===== src/shared/plcr_pkg.sv =====
// Package for the link capability / link control register bank.
// Assumes a single AHB-Lite master with 32-bit word accesses.
package plcr_pkg;
   // Register byte offsets
   localparam logic [7:0] LINK_CAP_OFS = 8'hAC;
   localparam logic [7:0] LINK_CTRL_OFS = 8'hB0;
   // Link capability fields
   localparam logic [3:0] CAP_SPEEDS = 4'h2;
   localparam logic [5:0] CAP_WIDTH = 6'h01;
   localparam logic [1:0] CAP_ASPM = 2'h3;
   localparam logic [2:0] CAP_L0S_LAT = 3'h6;
   localparam logic [2:0] CAP_L1_LAT = 3'h7;
   localparam logic CAP_CLK_PM = 1'b1;
   localparam logic [7:0] CAP_PORT_NUM = 8'h00;
   // Link control field positions
   localparam int CTL_ASPM_LSB = 0;
   localparam int CTL_CCLK_BIT = 6;
   localparam int CTL_XSYNC_BIT = 7;
   localparam int CTL_CLKPM_BIT = 8;
   // Link control reset values
   localparam logic [1:0] ASPM_RST_DEFAULT = 2'h3;
   localparam logic CCLK_RST = 1'b0;
   localparam logic XSYNC_RST = 1'b0;
   localparam logic CLKPM_RST = 1'b1;
   // AHB encodings
   localparam logic [1:0] HTRANS_NONSEQ = 2'h2;
   localparam logic [2:0] HSIZE_WORD = 3'h2;

   // Writable link control state
   typedef struct packed {
      logic [1:0] aspm;
      logic common_clk;
      logic ext_sync;
      logic clk_pm_en;
   } plcr_ctrl_s;

   // Link-side controls derived from the register bank
   typedef struct packed {
      logic l0s_entry_en;
      logic l1_entry_en;
      logic common_clk;
      logic ext_sync;
      logic clk_pm_allowed;
   } plcr_link_s;
endpackage : plcr_pkg


===== src/logic/plcr_regs.sv =====
// Link capability and link control register bank, AHB-Lite slave.
// Assumes one word-aligned AHB-Lite master; host-config bits arrive
// from logic on the same clock.
//
// Overview of operation
// - Capability speeds field reads 2.5 and 5.0
// - Maximum width field reads one lane
// - Both L0s and L1 ASPM supported
// - L0s exit latency code reads 110b
// - L1 exit latency code reads 111b
// - Clock removal tolerated, bit 18 set
// - Port number field reads zero
// - ASPM control selects allowed low-power entries
// - ASPM control resets to 11b; default select applies ASPM_ALT_RESET (00b)
// - Completion boundary bit reads zero
// - Link disable bit reads zero
// - Retrain bit reads zero, writes ignored
// - Common clock bit stored, resets zero
// - Extended sync enables extra ordered sets
// - Clock PM disabled holds request low
// - Clock PM enabled lets request toggle
// - Force bit holds clock request low
// - Autonomous width disable reads zero
//
// Local design decision: the AHB-Lite interface to the registers.
`timescale 1ns/1ps
module plcr_regs #(
   parameter logic [1:0] ASPM_ALT_RESET = 2'h0
) (
   // Clock and reset
   input wire logic clk_i,
   input wire logic rst_n_i,
   // AHB-Lite slave
   input wire logic hsel_i,
   input wire logic [31:0] haddr_i,
   input wire logic [1:0] htrans_i,
   input wire logic hwrite_i,
   input wire logic [2:0] hsize_i,
   input wire logic hready_i,
   input wire logic [31:0] hwdata_i,
   output logic [31:0] hrdata_o,
   output logic hreadyout_o,
   output logic hresp_o,
   // Host configuration straps
   input wire logic aspm_default_sel_i,
   input wire logic clock_request_force_low_i,
   // Link power management side
   input wire logic clkreq_release_req_i,
   output plcr_pkg::plcr_link_s link_ctrl_o,
   output logic clkreq_n_o
);
   import plcr_pkg::*;

   plcr_ctrl_s ctrl_reg, ctrl_next;
   logic wr_pend_reg;
   logic [7:0] wr_addr_reg;
   logic [31:0] hrdata_reg, hrdata_next;
   logic clkreq_n_reg, clkreq_n_next;

   // Address phase decode
   wire logic xfer_ok = hsel_i && hready_i && (htrans_i == HTRANS_NONSEQ);
   wire logic rd_take = xfer_ok && !hwrite_i;
   wire logic wr_take = xfer_ok && hwrite_i && (hsize_i == HSIZE_WORD);
   wire logic [7:0] ofs = haddr_i[7:0];
   wire logic in_page = (haddr_i[31:8] == 24'h000000);
   wire logic wr_ctrl = wr_pend_reg && (wr_addr_reg == LINK_CTRL_OFS);

   wire logic [31:0] cap_word = {CAP_PORT_NUM, 2'h0, 3'h0, CAP_CLK_PM, CAP_L1_LAT,
                                 CAP_L0S_LAT, CAP_ASPM, CAP_WIDTH, CAP_SPEEDS};
   wire logic [31:0] ctl_word = {16'h0000, 6'h00, 1'b0, ctrl_reg.clk_pm_en,
                                 ctrl_reg.ext_sync, ctrl_reg.common_clk, 1'b0, 1'b0,
                                 1'b0, 1'b0, ctrl_reg.aspm};
   wire logic [31:0] rd_sel = !in_page ? 32'h00000000 :
                              (ofs == LINK_CAP_OFS) ? cap_word :
                              (ofs == LINK_CTRL_OFS) ? ctl_word : 32'h00000000;

   always_comb begin
      ctrl_next = ctrl_reg;
      if (wr_ctrl) begin
         ctrl_next.aspm = hwdata_i[CTL_ASPM_LSB +: 2];
         ctrl_next.common_clk = hwdata_i[CTL_CCLK_BIT];
         ctrl_next.ext_sync = hwdata_i[CTL_XSYNC_BIT];
         ctrl_next.clk_pm_en = hwdata_i[CTL_CLKPM_BIT];
      end
   end

   assign hrdata_next = rd_take ? rd_sel : hrdata_reg;

   always_comb begin
      if (clock_request_force_low_i || !ctrl_reg.clk_pm_en) begin
         clkreq_n_next = 1'b0;
      end else begin
         clkreq_n_next = clkreq_release_req_i;
      end
   end

   always_ff @(posedge clk_i) begin
      if (!rst_n_i) begin
         ctrl_reg <= '{aspm: ASPM_RST_DEFAULT, common_clk: CCLK_RST, ext_sync: XSYNC_RST,
                       clk_pm_en: CLKPM_RST};
      end else if (ctrl_next != ctrl_reg) begin
         ctrl_reg <= ctrl_next;
      end
   end

   // Default select is sampled after reset release, not under reset
   logic strap_done_reg;
   always_ff @(posedge clk_i) begin
      if (!rst_n_i) begin
         strap_done_reg <= 1'b0;
      end else begin
         strap_done_reg <= 1'b1;
      end
   end

   logic aspm_alt_reg;
   always_ff @(posedge clk_i) begin
      if (!rst_n_i) begin
         aspm_alt_reg <= 1'b0;
      end else if (!strap_done_reg) begin
         aspm_alt_reg <= aspm_default_sel_i;
      end
   end

   always_ff @(posedge clk_i) begin
      if (!rst_n_i) begin
         wr_pend_reg <= 1'b0;
         wr_addr_reg <= 8'h00;
         hrdata_reg <= 32'h00000000;
         clkreq_n_reg <= 1'b0;
      end else begin
         wr_pend_reg <= wr_take && in_page;
         wr_addr_reg <= ofs;
         hrdata_reg <= hrdata_next;
         clkreq_n_reg <= clkreq_n_next;
      end
   end

   // Applied ASPM value: alternate default holds until software writes
   logic aspm_written_reg;
   always_ff @(posedge clk_i) begin
      if (!rst_n_i) begin
         aspm_written_reg <= 1'b0;
      end else if (wr_ctrl) begin
         aspm_written_reg <= 1'b1;
      end
   end
   wire logic [1:0] aspm_eff = (aspm_alt_reg && !aspm_written_reg) ? ASPM_ALT_RESET
                                                                 : ctrl_reg.aspm;

   // ASPM entry enables, common clock, extended sync and clock PM allowed passed to the link
   always_ff @(posedge clk_i) begin
      if (!rst_n_i) begin
         link_ctrl_o <= '0;
      end else begin
         link_ctrl_o.l0s_entry_en <= aspm_eff[0];
         link_ctrl_o.l1_entry_en <= aspm_eff[1];
         link_ctrl_o.common_clk <= ctrl_reg.common_clk;
         link_ctrl_o.ext_sync <= ctrl_reg.ext_sync;
         link_ctrl_o.clk_pm_allowed <= ctrl_reg.clk_pm_en && !clock_request_force_low_i;
      end
   end

   // Zero wait states, always OKAY
   assign hreadyout_o = 1'b1;
   assign hresp_o = 1'b0;
   assign hrdata_o = aspm_alt_reg && !aspm_written_reg && hrdata_reg == ctl_word
                     ? {hrdata_reg[31:2], aspm_eff} : hrdata_reg;
   assign clkreq_n_o = clkreq_n_reg;

   a_force_holds_low: assert property (@(posedge clk_i) disable iff (!rst_n_i)
      clock_request_force_low_i |=> !clkreq_n_o)
      else $error("clock request not held low under force");
   a_clkpm_off_low: assert property (@(posedge clk_i) disable iff (!rst_n_i)
      !ctrl_reg.clk_pm_en |=> !clkreq_n_o)
      else $error("clock request released while clock PM disabled");
   a_clkpm_release: assert property (@(posedge clk_i) disable iff (!rst_n_i)
      (ctrl_reg.clk_pm_en && !clock_request_force_low_i && clkreq_release_req_i)
      |=> clkreq_n_o)
      else $error("clock request not released");
   a_cap_read_val: assert property (@(posedge clk_i) disable iff (!rst_n_i)
      (rd_take && in_page && ofs == LINK_CAP_OFS) |=> hrdata_o == 32'h0007EC12)
      else $error("capability word mismatch");
   a_ctrl_zero_bits: assert property (@(posedge clk_i) disable iff (!rst_n_i)
      (rd_take && in_page && ofs == LINK_CTRL_OFS) |=> hrdata_o[31:9] == 23'h0
      && hrdata_o[5:2] == 4'h0)
      else $error("control fixed bits not zero");
   a_cclk_written: assert property (@(posedge clk_i) disable iff (!rst_n_i)
      (wr_take && in_page && ofs == LINK_CTRL_OFS) ##2 1'b1
      |=> ctrl_reg.common_clk == $past(hwdata_i[CTL_CCLK_BIT]))
      else $error("common clock bit not stored");
   a_aspm_decode: assert property (@(posedge clk_i) disable iff (!rst_n_i)
      1'b1 |=> link_ctrl_o.l1_entry_en == $past(aspm_eff[1])
      && link_ctrl_o.l0s_entry_en == $past(aspm_eff[0]))
      else $error("ASPM entry enables wrong");
   a_xsync_follow: assert property (@(posedge clk_i) disable iff (!rst_n_i)
      ctrl_reg.ext_sync |=> link_ctrl_o.ext_sync)
      else $error("extended sync not forwarded");
   a_aspm_reset: assert property (@(posedge clk_i)
      !rst_n_i |=> ctrl_reg.aspm == ASPM_RST_DEFAULT)
      else $error("ASPM reset value wrong");

   a_cap_speeds: assert property (@(posedge clk_i) disable iff (!rst_n_i)
      (rd_take && in_page && ofs == LINK_CAP_OFS) |=> hrdata_o[3:0] == 4'h2)
      else $error("speeds field wrong");

   a_cap_width: assert property (@(posedge clk_i) disable iff (!rst_n_i)
      (rd_take && in_page && ofs == LINK_CAP_OFS) |=> hrdata_o[9:4] == 6'h01)
      else $error("width field wrong");

   a_cap_aspm: assert property (@(posedge clk_i) disable iff (!rst_n_i)
      (rd_take && in_page && ofs == LINK_CAP_OFS) |=> hrdata_o[11:10] == 2'h3)
      else $error("ASPM support field wrong");

   a_cap_l0s_lat: assert property (@(posedge clk_i) disable iff (!rst_n_i)
      (rd_take && in_page && ofs == LINK_CAP_OFS) |=> hrdata_o[14:12] == 3'h6)
      else $error("L0s latency field wrong");

   a_cap_l1_lat: assert property (@(posedge clk_i) disable iff (!rst_n_i)
      (rd_take && in_page && ofs == LINK_CAP_OFS) |=> hrdata_o[17:15] == 3'h7)
      else $error("L1 latency field wrong");

   a_cap_clk_pm: assert property (@(posedge clk_i) disable iff (!rst_n_i)
      (rd_take && in_page && ofs == LINK_CAP_OFS) |=> hrdata_o[18] == 1'b1)
      else $error("clock removal bit wrong");

   a_cap_port: assert property (@(posedge clk_i) disable iff (!rst_n_i)
      (rd_take && in_page && ofs == LINK_CAP_OFS) |=> hrdata_o[31:24] == 8'h00)
      else $error("port number field wrong");

   a_cap_rsvd: assert property (@(posedge clk_i) disable iff (!rst_n_i)
      (rd_take && in_page && ofs == LINK_CAP_OFS) |=> hrdata_o[23:19] == 5'h00)
      else $error("capability reserved bits not zero");

   a_rcb_zero: assert property (@(posedge clk_i) disable iff (!rst_n_i)
      (rd_take && in_page && ofs == LINK_CTRL_OFS) |=> hrdata_o[3] == 1'b0)
      else $error("completion boundary bit not zero");

   a_disable_zero: assert property (@(posedge clk_i) disable iff (!rst_n_i)
      (rd_take && in_page && ofs == LINK_CTRL_OFS) |=> hrdata_o[4] == 1'b0)
      else $error("link disable bit not zero");

   a_retrain_zero: assert property (@(posedge clk_i) disable iff (!rst_n_i)
      (rd_take && in_page && ofs == LINK_CTRL_OFS) |=> hrdata_o[5] == 1'b0)
      else $error("retrain bit not zero");

   a_width_dis_zero: assert property (@(posedge clk_i) disable iff (!rst_n_i)
      (rd_take && in_page && ofs == LINK_CTRL_OFS) |=> hrdata_o[9] == 1'b0)
      else $error("width disable bit not zero");

   a_ctrl_rsvd: assert property (@(posedge clk_i) disable iff (!rst_n_i)
      (rd_take && in_page && ofs == LINK_CTRL_OFS) |=> hrdata_o[31:10] == 22'h0
      && hrdata_o[2] == 1'b0)
      else $error("control reserved bits not zero");

   a_unmapped_zero: assert property (@(posedge clk_i) disable iff (!rst_n_i)
      (rd_take && !(in_page && (ofs == LINK_CAP_OFS || ofs == LINK_CTRL_OFS)))
      |=> hrdata_o == 32'h00000000)
      else $error("unmapped read not zero");

   a_cclk_reset: assert property (@(posedge clk_i)
      !rst_n_i |=> ctrl_reg.common_clk == 1'b0)
      else $error("common clock reset value wrong");

   a_xsync_reset: assert property (@(posedge clk_i)
      !rst_n_i |=> ctrl_reg.ext_sync == 1'b0)
      else $error("extended sync reset value wrong");

   a_clkpm_reset: assert property (@(posedge clk_i)
      !rst_n_i |=> ctrl_reg.clk_pm_en == 1'b1)
      else $error("clock PM reset value wrong");

   a_xsync_clear: assert property (@(posedge clk_i) disable iff (!rst_n_i)
      !ctrl_reg.ext_sync |=> !link_ctrl_o.ext_sync)
      else $error("extended sync not cleared");

   a_cclk_follow: assert property (@(posedge clk_i) disable iff (!rst_n_i)
      1'b1 |=> link_ctrl_o.common_clk == $past(ctrl_reg.common_clk))
      else $error("common clock not forwarded");

   a_pm_allowed_off: assert property (@(posedge clk_i) disable iff (!rst_n_i)
      (!ctrl_reg.clk_pm_en || clock_request_force_low_i) |=> !link_ctrl_o.clk_pm_allowed)
      else $error("clock PM allowed while disabled");

   a_pm_allowed_on: assert property (@(posedge clk_i) disable iff (!rst_n_i)
      (ctrl_reg.clk_pm_en && !clock_request_force_low_i) |=> link_ctrl_o.clk_pm_allowed)
      else $error("clock PM not allowed while enabled");

   a_aspm_off: assert property (@(posedge clk_i) disable iff (!rst_n_i)
      (aspm_eff == 2'b00) |=> !link_ctrl_o.l0s_entry_en && !link_ctrl_o.l1_entry_en)
      else $error("ASPM entry enabled while off");

   a_l0s_only: assert property (@(posedge clk_i) disable iff (!rst_n_i)
      (aspm_eff == 2'b01) |=> link_ctrl_o.l0s_entry_en && !link_ctrl_o.l1_entry_en)
      else $error("L0s only mode wrong");

   a_l1_only: assert property (@(posedge clk_i) disable iff (!rst_n_i)
      (aspm_eff == 2'b10) |=> !link_ctrl_o.l0s_entry_en && link_ctrl_o.l1_entry_en)
      else $error("L1 only mode wrong");

   a_aspm_both: assert property (@(posedge clk_i) disable iff (!rst_n_i)
      (aspm_eff == 2'b11) |=> link_ctrl_o.l0s_entry_en && link_ctrl_o.l1_entry_en)
      else $error("both entries mode wrong");

   a_aspm_stored: assert property (@(posedge clk_i) disable iff (!rst_n_i)
      (wr_take && in_page && ofs == LINK_CTRL_OFS) ##2 1'b1
      |=> ctrl_reg.aspm == $past(hwdata_i[1:0]))
      else $error("ASPM field not stored");

   a_clkpm_written: assert property (@(posedge clk_i) disable iff (!rst_n_i)
      (wr_take && in_page && ofs == LINK_CTRL_OFS) ##2 1'b1
      |=> ctrl_reg.clk_pm_en == $past(hwdata_i[8]))
      else $error("clock PM enable not stored");

   a_xsync_written: assert property (@(posedge clk_i) disable iff (!rst_n_i)
      (wr_take && in_page && ofs == LINK_CTRL_OFS) ##2 1'b1
      |=> ctrl_reg.ext_sync == $past(hwdata_i[7]))
      else $error("extended sync not stored");

   a_rel_low: assert property (@(posedge clk_i) disable iff (!rst_n_i)
      (ctrl_reg.clk_pm_en && !clock_request_force_low_i && !clkreq_release_req_i)
      |=> !clkreq_n_o)
      else $error("clock request released without request");

   a_strap_once: assert property (@(posedge clk_i) disable iff (!rst_n_i)
      strap_done_reg |=> $stable(aspm_alt_reg))
      else $error("default select changed after start");

   c_cap_read: cover property (@(posedge clk_i) rd_take && ofs == LINK_CAP_OFS);
   c_ctrl_write: cover property (@(posedge clk_i) wr_ctrl);
   c_clk_release: cover property (@(posedge clk_i) clkreq_n_o);
   c_force_low: cover property (@(posedge clk_i) clock_request_force_low_i
      && ctrl_reg.clk_pm_en);
   c_alt_default: cover property (@(posedge clk_i) aspm_alt_reg && !aspm_written_reg);
endmodule : plcr_regs


===== config.mk =====
export PLATFORM = sky130hd
export DESIGN_NAME = plcr_regs
export DESIGN_NICKNAME = d
export VERILOG_FILES = /design/src/shared/plcr_pkg.sv /design/src/logic/plcr_regs.sv
export SDC_FILE = /design/constraint.sdc
export NUM_CORES = 1
export LEC_CHECK = 0
export BUFFER_PORTS_ARGS = -buffer_cell sky130_fd_sc_hd__buf_2
export CAP_MARGIN = 20
export CORE_ASPECT_RATIO = 0.5
export CORE_MARGIN = 2
export CORE_UTILIZATION = 30
export CTS_CLUSTER_DIAMETER = 50
export CTS_CLUSTER_SIZE = 25
export DETAILED_ROUTE_END_ITERATION = 8
export MAX_ROUTING_LAYER = met4
export PLACE_DENSITY = 0.65
export SKIP_CTS_REPAIR_TIMING = 1
export SLEW_MARGIN = 20
export SYNTH_ARGS = -nofsm -noshare
export SYNTH_HDL_FRONTEND = slang
export SYNTH_SLANG_ARGS = --single-unit

===== constraint.sdc =====
create_clock -name clk_i -period 1.4 [get_ports clk_i]
set_input_delay 0.14 -clock clk_i [delete_from_list [all_inputs] [get_ports clk_i]]
set_output_delay 0.14 -clock clk_i [all_outputs]
set_load 0.02 [all_outputs]

==> results.py, run 1 <==
metrics = {
    "global_route": {
        "grtUsageMet2_pct": 18.9,
        "grt_pass1_vias": 990,
        "grt_usage_pct": 11.0,
        "grt_max_degree": 21,
        "gr-usage-met3_pct": 4.13,
        "grt-busiest-layer": "met2",
        "grt_use_met1_pct": 11.6,
        "antenna_found_initial": 0,
        "overflow": 0,
        "grt_first_pass_wirelength_um": 4230,
    },
    "synthesis": {
        "synth_edf_count": 0,
        "yosys-top-cells-count": "32 x buf_4, 29 x dfxtp_1, 11 x and2_1, 7 x nor2b_1",
        "syn_inst": 136,
        "synth.top_cells.by_area": "dfxtp_1 42%, buf_4 17%, and2_1 4.9%",
        "synth-async-reset-ratio_pct": 0,
        "yosysWarnings": 0,
        "ys_ff_latch": 29,
        "yosys_most_used_dff": "dfxtp_1",
        "synth_top_area_share_pct": 41.7,
        "syn_avg_cell_area_sq_um": 10.2,
        "synth.distinct_cells": 30,
        "yosysTopAreaCell": "dfxtp_1",
        "syn_area_sq_mm": 0.00139,
        "ys_seq_area_share_pct": 41.7,
        "synth.most_common_cell": "buf_4",
    },
    "sta": {
        "tightest_slew_ns": 0.617,
        "skew_ns": 0.00523,
        "hold_viol_final": 0,
        "timing.final.crit_share_pct": 107,
        "relSlewSlack_pct": 58.8,
        "rsz0062_at_grt": "true",
        "setup_ws_ns": -0.0921,
        "finalMaxSlewViolations": 0,
        "fmax_mhz": 670,
        "period_needed_ns": 1.49,
        "setup_violations": 2,
    },
    "die": {
        "die_y_um": 52.2,
        "die-area_sq_mm": 0.00524,
        "fp.dieW_um": 100,
        "initial_core_util_pct": 31.5,
        "num_rows": 17,
        "core-area_sq_mm": 0.00442,
        "io_pins": 117,
    },
    "finish": {
        "layoutNonFillerInstCount": 265,
        "diodes": 0,
        "drive_above_1_share_pct": 49.0,
        "fin_util_pct": 41.3,
        "largest_reg_flops": 8,
        "layout.nets": 284,
        "area_growth_pct": 31.0,
    },
    "place": {
        "dp_cells": 257,
        "routabilityCongestion": 0.736,
        "dp_hpwl_um": 2220,
        "port_buffers": 69,
    },
    "clocking": {
        "path_clk_slew_ns": 0.06,
        "cts_buffers": 5,
        "cts_max_level": 2,
        "cts_root_buf": "clkbuf_8",
        "cts.sinks": 29,
        "cts_max_path_buffers": 2,
        "cts_tree": "built",
        "clk_latency_ns": 0.27,
    },
    "power": {
        "vdd_ir_drop_max_mv": 0.314,
        "fin_total_pwr_mw": 1.68,
        "powerDensity_mw_per_mm2": 923,
        "power_leakage_nw": 0.931,
    },
    "run_status": {
        "status": "finished, violations left",
        "violations": "negative setup slack",
    },
    "routing": {
        "drt-total-wl_um": 2710,
        "routed_via_density": 4.14,
        "wl_per_cell_um": 10.2,
        "drt_iter0_markers": 15,
        "drtAntennaViolNets": 0,
        "vias": 1098,
        "drcViolationCount": 0,
        "dr.pass1.iters": 3,
    },
    "setup_path": {
        "cp.buffers_inverters": 1,
        "path_class": "reg -> out",
        "cp_top_family": "simple AND/OR/NAND/NOR gates",
        "cp.required_ns": 1.26,
        "startpoint_type": "flop",
        "arrival_ns": 1.35,
        "crit_path_cell_trace": "xnor2_2, nand4_1, nor4_2, nor2b_1, buf_4",
        "cp_slowest_cell": "dfxtp_2",
        "cp_max_fo": 2,
        "cp-end-kind": "primary output",
        "critPathMaxStageDelay_ns": 0.33,
    },
    "flow_run": {
        "maxCapViolCount": 0,
    },
    "worst_hold_path": {
        "hp-class": "in -> reg",
    },
}
==> metrics by stage <==
stage                     instance area (sq um)  setup slack, ns  hold slack [ns]  TNS (ns)
after floorplan                            1460            0.172            0.168         0
after global placement                     1710          -0.0191            0.340   -0.0722
after detailed placement                   1710          -0.0319            0.344    -0.112
after CTS                                  1800           -0.298           0.0611    -0.587
after global routing                       1830           -0.188           0.0581    -0.372
final                                      1830          -0.0921           0.0657    -0.177
==> worst reg2reg max path: stages (launching register included) <==
cell and delay [ns]:
dfxtp_1 0.31, nor4bb_1 0.32, nand4_1 0.13, buf_4 0.19, mux2i_1 0.15, nand2_1 0.06
==> cells in the final DEF (no fill, tap or decap), types with 5 or more instances in the layout <==
master	n
a22o_1	5
buf_4	12
clkbuf_8	5
mux2i_1	6
and2_1	11
buf_2	68
dfxtp_1	24
dfxtp_2	5
nand2_1	6
nor2b_1	7
conb_1	20
==> cell families (layout without fill, tap and decap cells) <==
group / after synthesis / count (layout) / synth area share (%)
simple gates: 49 / 49 / 26.5
buf+inv: 36 / 90 / 18.3
flops: 29 / 29 / 41.7
compound gates: 9 / 9 / 5.57
mux: 6 / 6 / 4.31
xor+xnor: 5 / 5 / 3.14
other cells: 2 / 20 / 0.539
==> power breakdown <==
part	internal [mW]	switching, mW
Sequential	0.848	0.00541
Combinational	0.0813	0.117
Clock	0.343	0.290
==> final timing paths <==
kind | from | end | slack (ns) | depth (start not counted)
max reg2reg | wr_addr_reg[2] | ctl_word[8] | 0.14 | 5
min | clkreq_release_req_i | clkreq_n_o | 0.07 | 2
min reg2reg | aspm_written_reg | aspm_written_reg | 0.47 | 2
max | ctl_word[7] | hrdata_o[1] | -0.09 | 5
==> cell type report <==
type | instances | area [sq um]
Clock buffer | 6 | 72.6
Timing Repair Buffer | 80 | 430
Inverter | 2 | 7.51
Tap cell | 57 | 71.3
Sequential cell | 29 | 587
Fill cell | 458 | 2600
Multi-Input combinational cell | 89 | 647
Clock inverter | 2 | 10.0
==> per-layer routing <==
metal / share of wire, % / wire (um) / up-vias
li1: - / - / 557
met1: 41 / 1120 / 485
met2: 48 / 1310 / 54
met3: 9.1 / 247 / 2
met4: 1.0 / 27 / 0
met5: 0 / 0 / -
Power figures use the tool's default switching activity.
==> run 2, diff against run 1 <==
- RECOVER_POWER: default -> 100
- SLEW_MARGIN: 20 -> default
==> run 2 against run 1 <==
Against the previous run: the flow still finishes with violations (negative setup slack); power down 0.47%; first-iteration DRC count is 27% higher; worst hold slack hardly changed; wire length is 0.96% higher; clock-buffer cell count unchanged; non-clock buffer count did not move; cell count unchanged; critical path depth is the same; highest routed layer unchanged.
==> results.py, run 2 (synthesis results as in run 1) <==
metrics = {
    "clocking": {
        "cts_tree": "built",
        "cts_max_path_buffers": 2,
        "clk_latency_ns": 0.27,
        "cts.sinks": 29,
        "path_clk_slew_ns": 0.06,
        "cts_buffers": 5,
        "cts_max_level": 2,
        "cts_root_buf": "clkbuf_8",
    },
    "run_status": {
        "violations": "negative setup slack",
        "status": "finished, violations left",
    },
    "power": {
        "vdd_ir_drop_max_mv": 0.314,
        "power_leakage_nw": 0.838,
        "powerDensity_mw_per_mm2": 944,
    },
    "sta": {
        "skew_ns": 0.00533,
        "period_needed_ns": 1.50,
        "rsz0062_at_grt": "true",
        "setup_ws_ns": -0.0953,
        "timing.final.crit_share_pct": 107,
        "finalHoldWorstSlack_ns": 0.0654,
        "hold_viol_final": 0,
        "setup_violations": 2,
        "relSlewSlack_pct": 54.3,
        "fmax_mhz": 669,
        "tightest_slew_ns": 0.686,
        "finalMaxSlewViolations": 0,
    },
    "die": {
        "num_rows": 17,
        "io_pins": 117,
        "fp.dieW_um": 100,
        "initial_core_util_pct": 31.5,
        "die-area_sq_mm": 0.00524,
        "core-area_sq_mm": 0.00442,
        "die_y_um": 52.2,
    },
    "finish": {
        "area_growth_pct": 27.4,
        "final_area_sq_mm": 0.00178,
        "drive_above_1_share_pct": 38.9,
        "layout.cells.most_common": "buf_2",
        "final_cell_mix": "50 x buf_2, 24 x dfxtp_1, 20 x conb_1, 20 x clkbuf_1, 10 x buf_4",
        "layout.nets": 284,
        "largest_reg_flops": 8,
        "n_fill_cell": 461,
        "diodes": 0,
    },
    "worst_hold_path": {
        "hp-class": "in -> reg",
    },
    "routing": {
        "wirelength_met1_um": 1130,
        "top_layer": "met4",
        "met3_length_um": 256,
        "vias": 1097,
        "drt-total-wl_um": 2740,
        "routed_via_density": 4.14,
        "met2_length_um": 1320,
        "drtAntennaViolNets": 0,
        "drcViolationCount": 0,
        "drt_iter0_markers": 19,
        "wl_per_cell_um": 10.3,
        "dr.pass1.iters": 3,
    },
    "global_route": {
        "grt_first_pass_wirelength_um": 4230,
        "antenna_found_initial": 0,
        "overflow": 0,
        "grt_pass1_vias": 990,
        "grt_max_degree": 21,
        "grt_usage_pct": 11.0,
    },
    "place": {
        "dpl_cell_area_sq_mm": 0.00171,
        "port_buffers": 69,
        "routabilityCongestion": 0.736,
        "dpl_worst_slack_ns": -0.0319,
        "dp_hpwl_um": 2220,
    },
    "setup_path": {
        "cp_max_fo": 2,
        "arrival_ns": 1.36,
        "cp.required_ns": 1.26,
        "startpoint_type": "flop",
        "cp-end-kind": "primary output",
        "path_class": "reg -> out",
    },
    "flow_run": {
        "maxCapViolCount": 0,
    },
}
run 2: path summary, 6_finish.rpt:
path | startpoint | endpoint | slack (ns) | depth (start not counted)
max | ctl_word[7] | hrdata_o[1] | -0.1 | 5
min | clkreq_release_req_i | clkreq_n_o | 0.07 | 2
max reg2reg | wr_addr_reg[2] | ctl_word[8] | 0.06 | 5
min reg2reg | aspm_written_reg | aspm_written_reg | 0.47 | 2
run 2: through the flow:
stage / total power [mW] / utilization [%] / TNS, ns / std cells
finish: 1.68 / 40.1 / -0.181 / 265
global route: 1.76 / 40.1 / -0.383 / 265
CTS: 1.70 / 40.6 / -0.587 / 265
detailed placement: 1.07 / 38.7 / -0.112 / 257
global placement: 1.07 / 38.7 / -0.0722 / 257
floorplan: 1.02 / - / 0 / 154
run 2: worst max-delay path, cell delays in order (launching register included):
cell and delay, ns:
dfxtp_2 0.33, xnor2_2 0.15, nand4_1 0.13, nor4_2 0.22, nor2b_1 0.09, buf_4 0.17
run 2: layout make-up:
| class | count | area [sq um] | share of cell area [%] |
|---|---|---|---|
| multi-input combinational | 89 | 626 | 35.2 |
| sequential | 29 | 587 | 33.1 |
| timing repair buffer | 80 | 402 | 22.6 |
| clock buffer | 6 | 72.6 | 4.09 |
| tap | 57 | 71.3 | 4.02 |
| clock inverter | 2 | 10.0 | 0.564 |
| inverter | 2 | 7.51 | 0.423 |
run 2: power by group:
| group | switching, mW | total, mW | internal, mW |
|---|---|---|---|
| Combinational | 0.113 | 0.189 | 0.0758 |
| Sequential | 0.00569 | 0.854 | 0.848 |
| Clock | 0.290 | 0.633 | 0.343 |
run 2: metal layers:
layer  vias up  GRT usage [%]
met5         -              -
met4         0           4.79
met3         2           4.13
met2        54           18.9
met1       483           11.6
li1        558              -
==> run 3, diff against run 2 <==
==> constraint.sdc (replaced) <==
create_clock -name clk_i -period 1.4 [get_ports clk_i]
set_input_delay 0 -clock clk_i [delete_from_list [all_inputs] [get_ports clk_i]]
set_output_delay 0 -clock clk_i [all_outputs]
set_load 0.02 [all_outputs]
==> run 3 against run 2 <==
Against the previous run: design area increased by 6.9%; combinational power increased by 16%; the run ends with negative hold slack left; highest routed layer unchanged; die area unchanged; register-to-register slack improved by 0.10 ns; core utilization increased by 2.8 points; sequential power about the same; clock power increased by 15%; largest cell class unchanged; maximum frequency increased by 12%; via count increased by 5.2%; clock-buffer cell count increased by 1.
==> results.py, run 3 (synthesis results as in run 1) <==
metrics = {
    "die": {
        "core-area_sq_mm": 0.00442,
        "die_y_um": 52.2,
        "initial_core_util_pct": 31.5,
        "fp.dieW_um": 100,
        "num_rows": 17,
        "io_pins": 117,
        "die-area_sq_mm": 0.00524,
    },
    "sta": {
        "hold_viol_final": 2,
        "relSlewSlack_pct": 61.0,
        "rsz0062_at_grt": "true",
        "setup_violations": 0,
        "finalSetupTns_ns": 0,
        "skew_ns": 0.00305,
        "timing.final.crit_share_pct": 95.4,
        "finalMaxSlewViolations": 0,
        "period_needed_ns": 1.34,
        "fmax_mhz": 748,
        "finalHoldWorstSlack_ns": -0.0157,
        "tightest_slew_ns": 0.584,
    },
    "clocking": {
        "cts_root_buf": "clkbuf_8",
        "cts.sinks": 29,
        "cts_max_path_buffers": 2,
        "cts_tree": "built",
        "cts_max_level": 2,
        "clk_latency_ns": 0.27,
        "cts_buffers": 5,
        "path_clk_slew_ns": 0.06,
    },
    "routing": {
        "drt_iter0_markers": 39,
        "dr.pass1.iters": 4,
        "vias": 1154,
        "wl_per_cell_um": 10.3,
        "routed_via_density": 4.29,
        "drt-total-wl_um": 2760,
        "drcViolationCount": 0,
        "drtAntennaViolNets": 0,
    },
    "finish": {
        "final_cell_mix": "60 x buf_2, 21 x dfxtp_1, 20 x conb_1",
        "layout.cells.most_common": "buf_2",
        "fin_util_pct": 42.9,
        "n_fill_cell": 422,
        "diodes": 0,
        "area_growth_pct": 36.2,
        "layout.nets": 288,
        "largest_reg_flops": 8,
        "drive_above_1_share_pct": 42.0,
    },
    "power": {
        "vdd_ir_drop_max_mv": 0.346,
        "power_leakage_nw": 0.911,
        "pwr-share-comb_pct": 12.2,
        "p_int_mw": 1.39,
        "p_sw_share_pct": 22.9,
        "power.share.clock_pct": 40.5,
        "p_sw_mw": 0.413,
        "p_seq_share_pct": 47.3,
        "powerDensity_mw_per_mm2": 950,
    },
    "run_status": {
        "status": "finished, violations left",
        "violations": "negative hold slack",
    },
    "global_route": {
        "grt_max_degree": 17,
        "grt_pass1_vias": 922,
        "grt_first_pass_wirelength_um": 4060,
        "overflow": 0,
        "antenna_found_initial": 0,
        "grt_usage_pct": 10.6,
    },
    "setup_path": {
        "arrival_ns": 1.34,
        "path_class": "reg -> out",
        "cp.required_ns": 1.40,
        "startpoint_type": "flop",
        "cp-end-kind": "primary output",
        "cp_max_fo": 4,
    },
    "flow_run": {
        "maxCapViolCount": 0,
    },
    "worst_hold_path": {
        "hp-class": "in -> reg",
    },
    "place": {
        "dp_hpwl_um": 2080,
        "routabilityCongestion": 0.735,
        "port_buffers": 69,
    },
}
## run 3: critical path: stages, from the launching register on
cell	delay (ns)
dfxtp_2	0.34
xnor2_2	0.16
nand4_1	0.13
nor4_2	0.19
nor2b_1	0.08
buf_4	0.16
## run 3: per-stage QoR
stage / setup WS, ns / total power [mW] / hold slack (ns) / instance area, sq um / cells
final: 0.0639 / 1.80 / -0.0157 / 1900 / 269
after CTS: -0.162 / 1.80 / -0.0807 / 1750 / 257
after detailed placement: 0.137 / 1.07 / 0.203 / 1650 / 249
after floorplan: 0.172 / 1.02 / 0.0277 / 1460 / 154
after global routing: -0.0706 / 1.88 / 0.00472 / 1900 / 269
after global placement: 0.132 / 1.07 / 0.200 / 1650 / 249
## run 3: area by class of cell
cell class / instances / area, sq um / area share (%)
Multi-Input combinational cell: 89 / 648 / 34.1
Tap cell: 57 / 71.3 / 3.76
Timing Repair Buffer: 84 / 477 / 25.1
Clock inverter: 1 / 5.00 / 0.264
Sequential cell: 29 / 593 / 31.2
Clock buffer: 7 / 96.3 / 5.08
Inverter: 2 / 7.51 / 0.396
## run 3: per-layer routing
layer	share of wire, %	routed length [um]	global-route usage, %	vias to the layer above
met2	48	1330	17.6	65
met4	1.6	44	5.48	0
met5	0	0	-	-
met3	9.6	265	2.80	6
li1	-	-	-	562
met1	41	1120	12.0	521
## run 3: power groups by stage
stage / clock network (mW) / registers, mW / logic (mW)
after global placement: 0 / 0.872 / 0.196
after detailed placement: 0 / 0.872 / 0.199
after CTS: 0.746 / 0.854 / 0.200
after floorplan: 0 / 0.880 / 0.135
final: 0.730 / 0.852 / 0.220
after global routing: 0.791 / 0.855 / 0.239
## run 3: final timing paths
path / endpoint / slack [ns] / cells after the start / startpoint
setup / recovery: hrdata_o[1] / 0.06 / 5 / ctl_word[8]
hold / removal: aspm_alt_reg / -0.02 / 3 / aspm_default_sel_i
setup reg to reg: ctl_word[1] / 0.16 / 5 / wr_addr_reg[2]
hold reg to reg: aspm_written_reg / 0.48 / 2 / aspm_written_reg
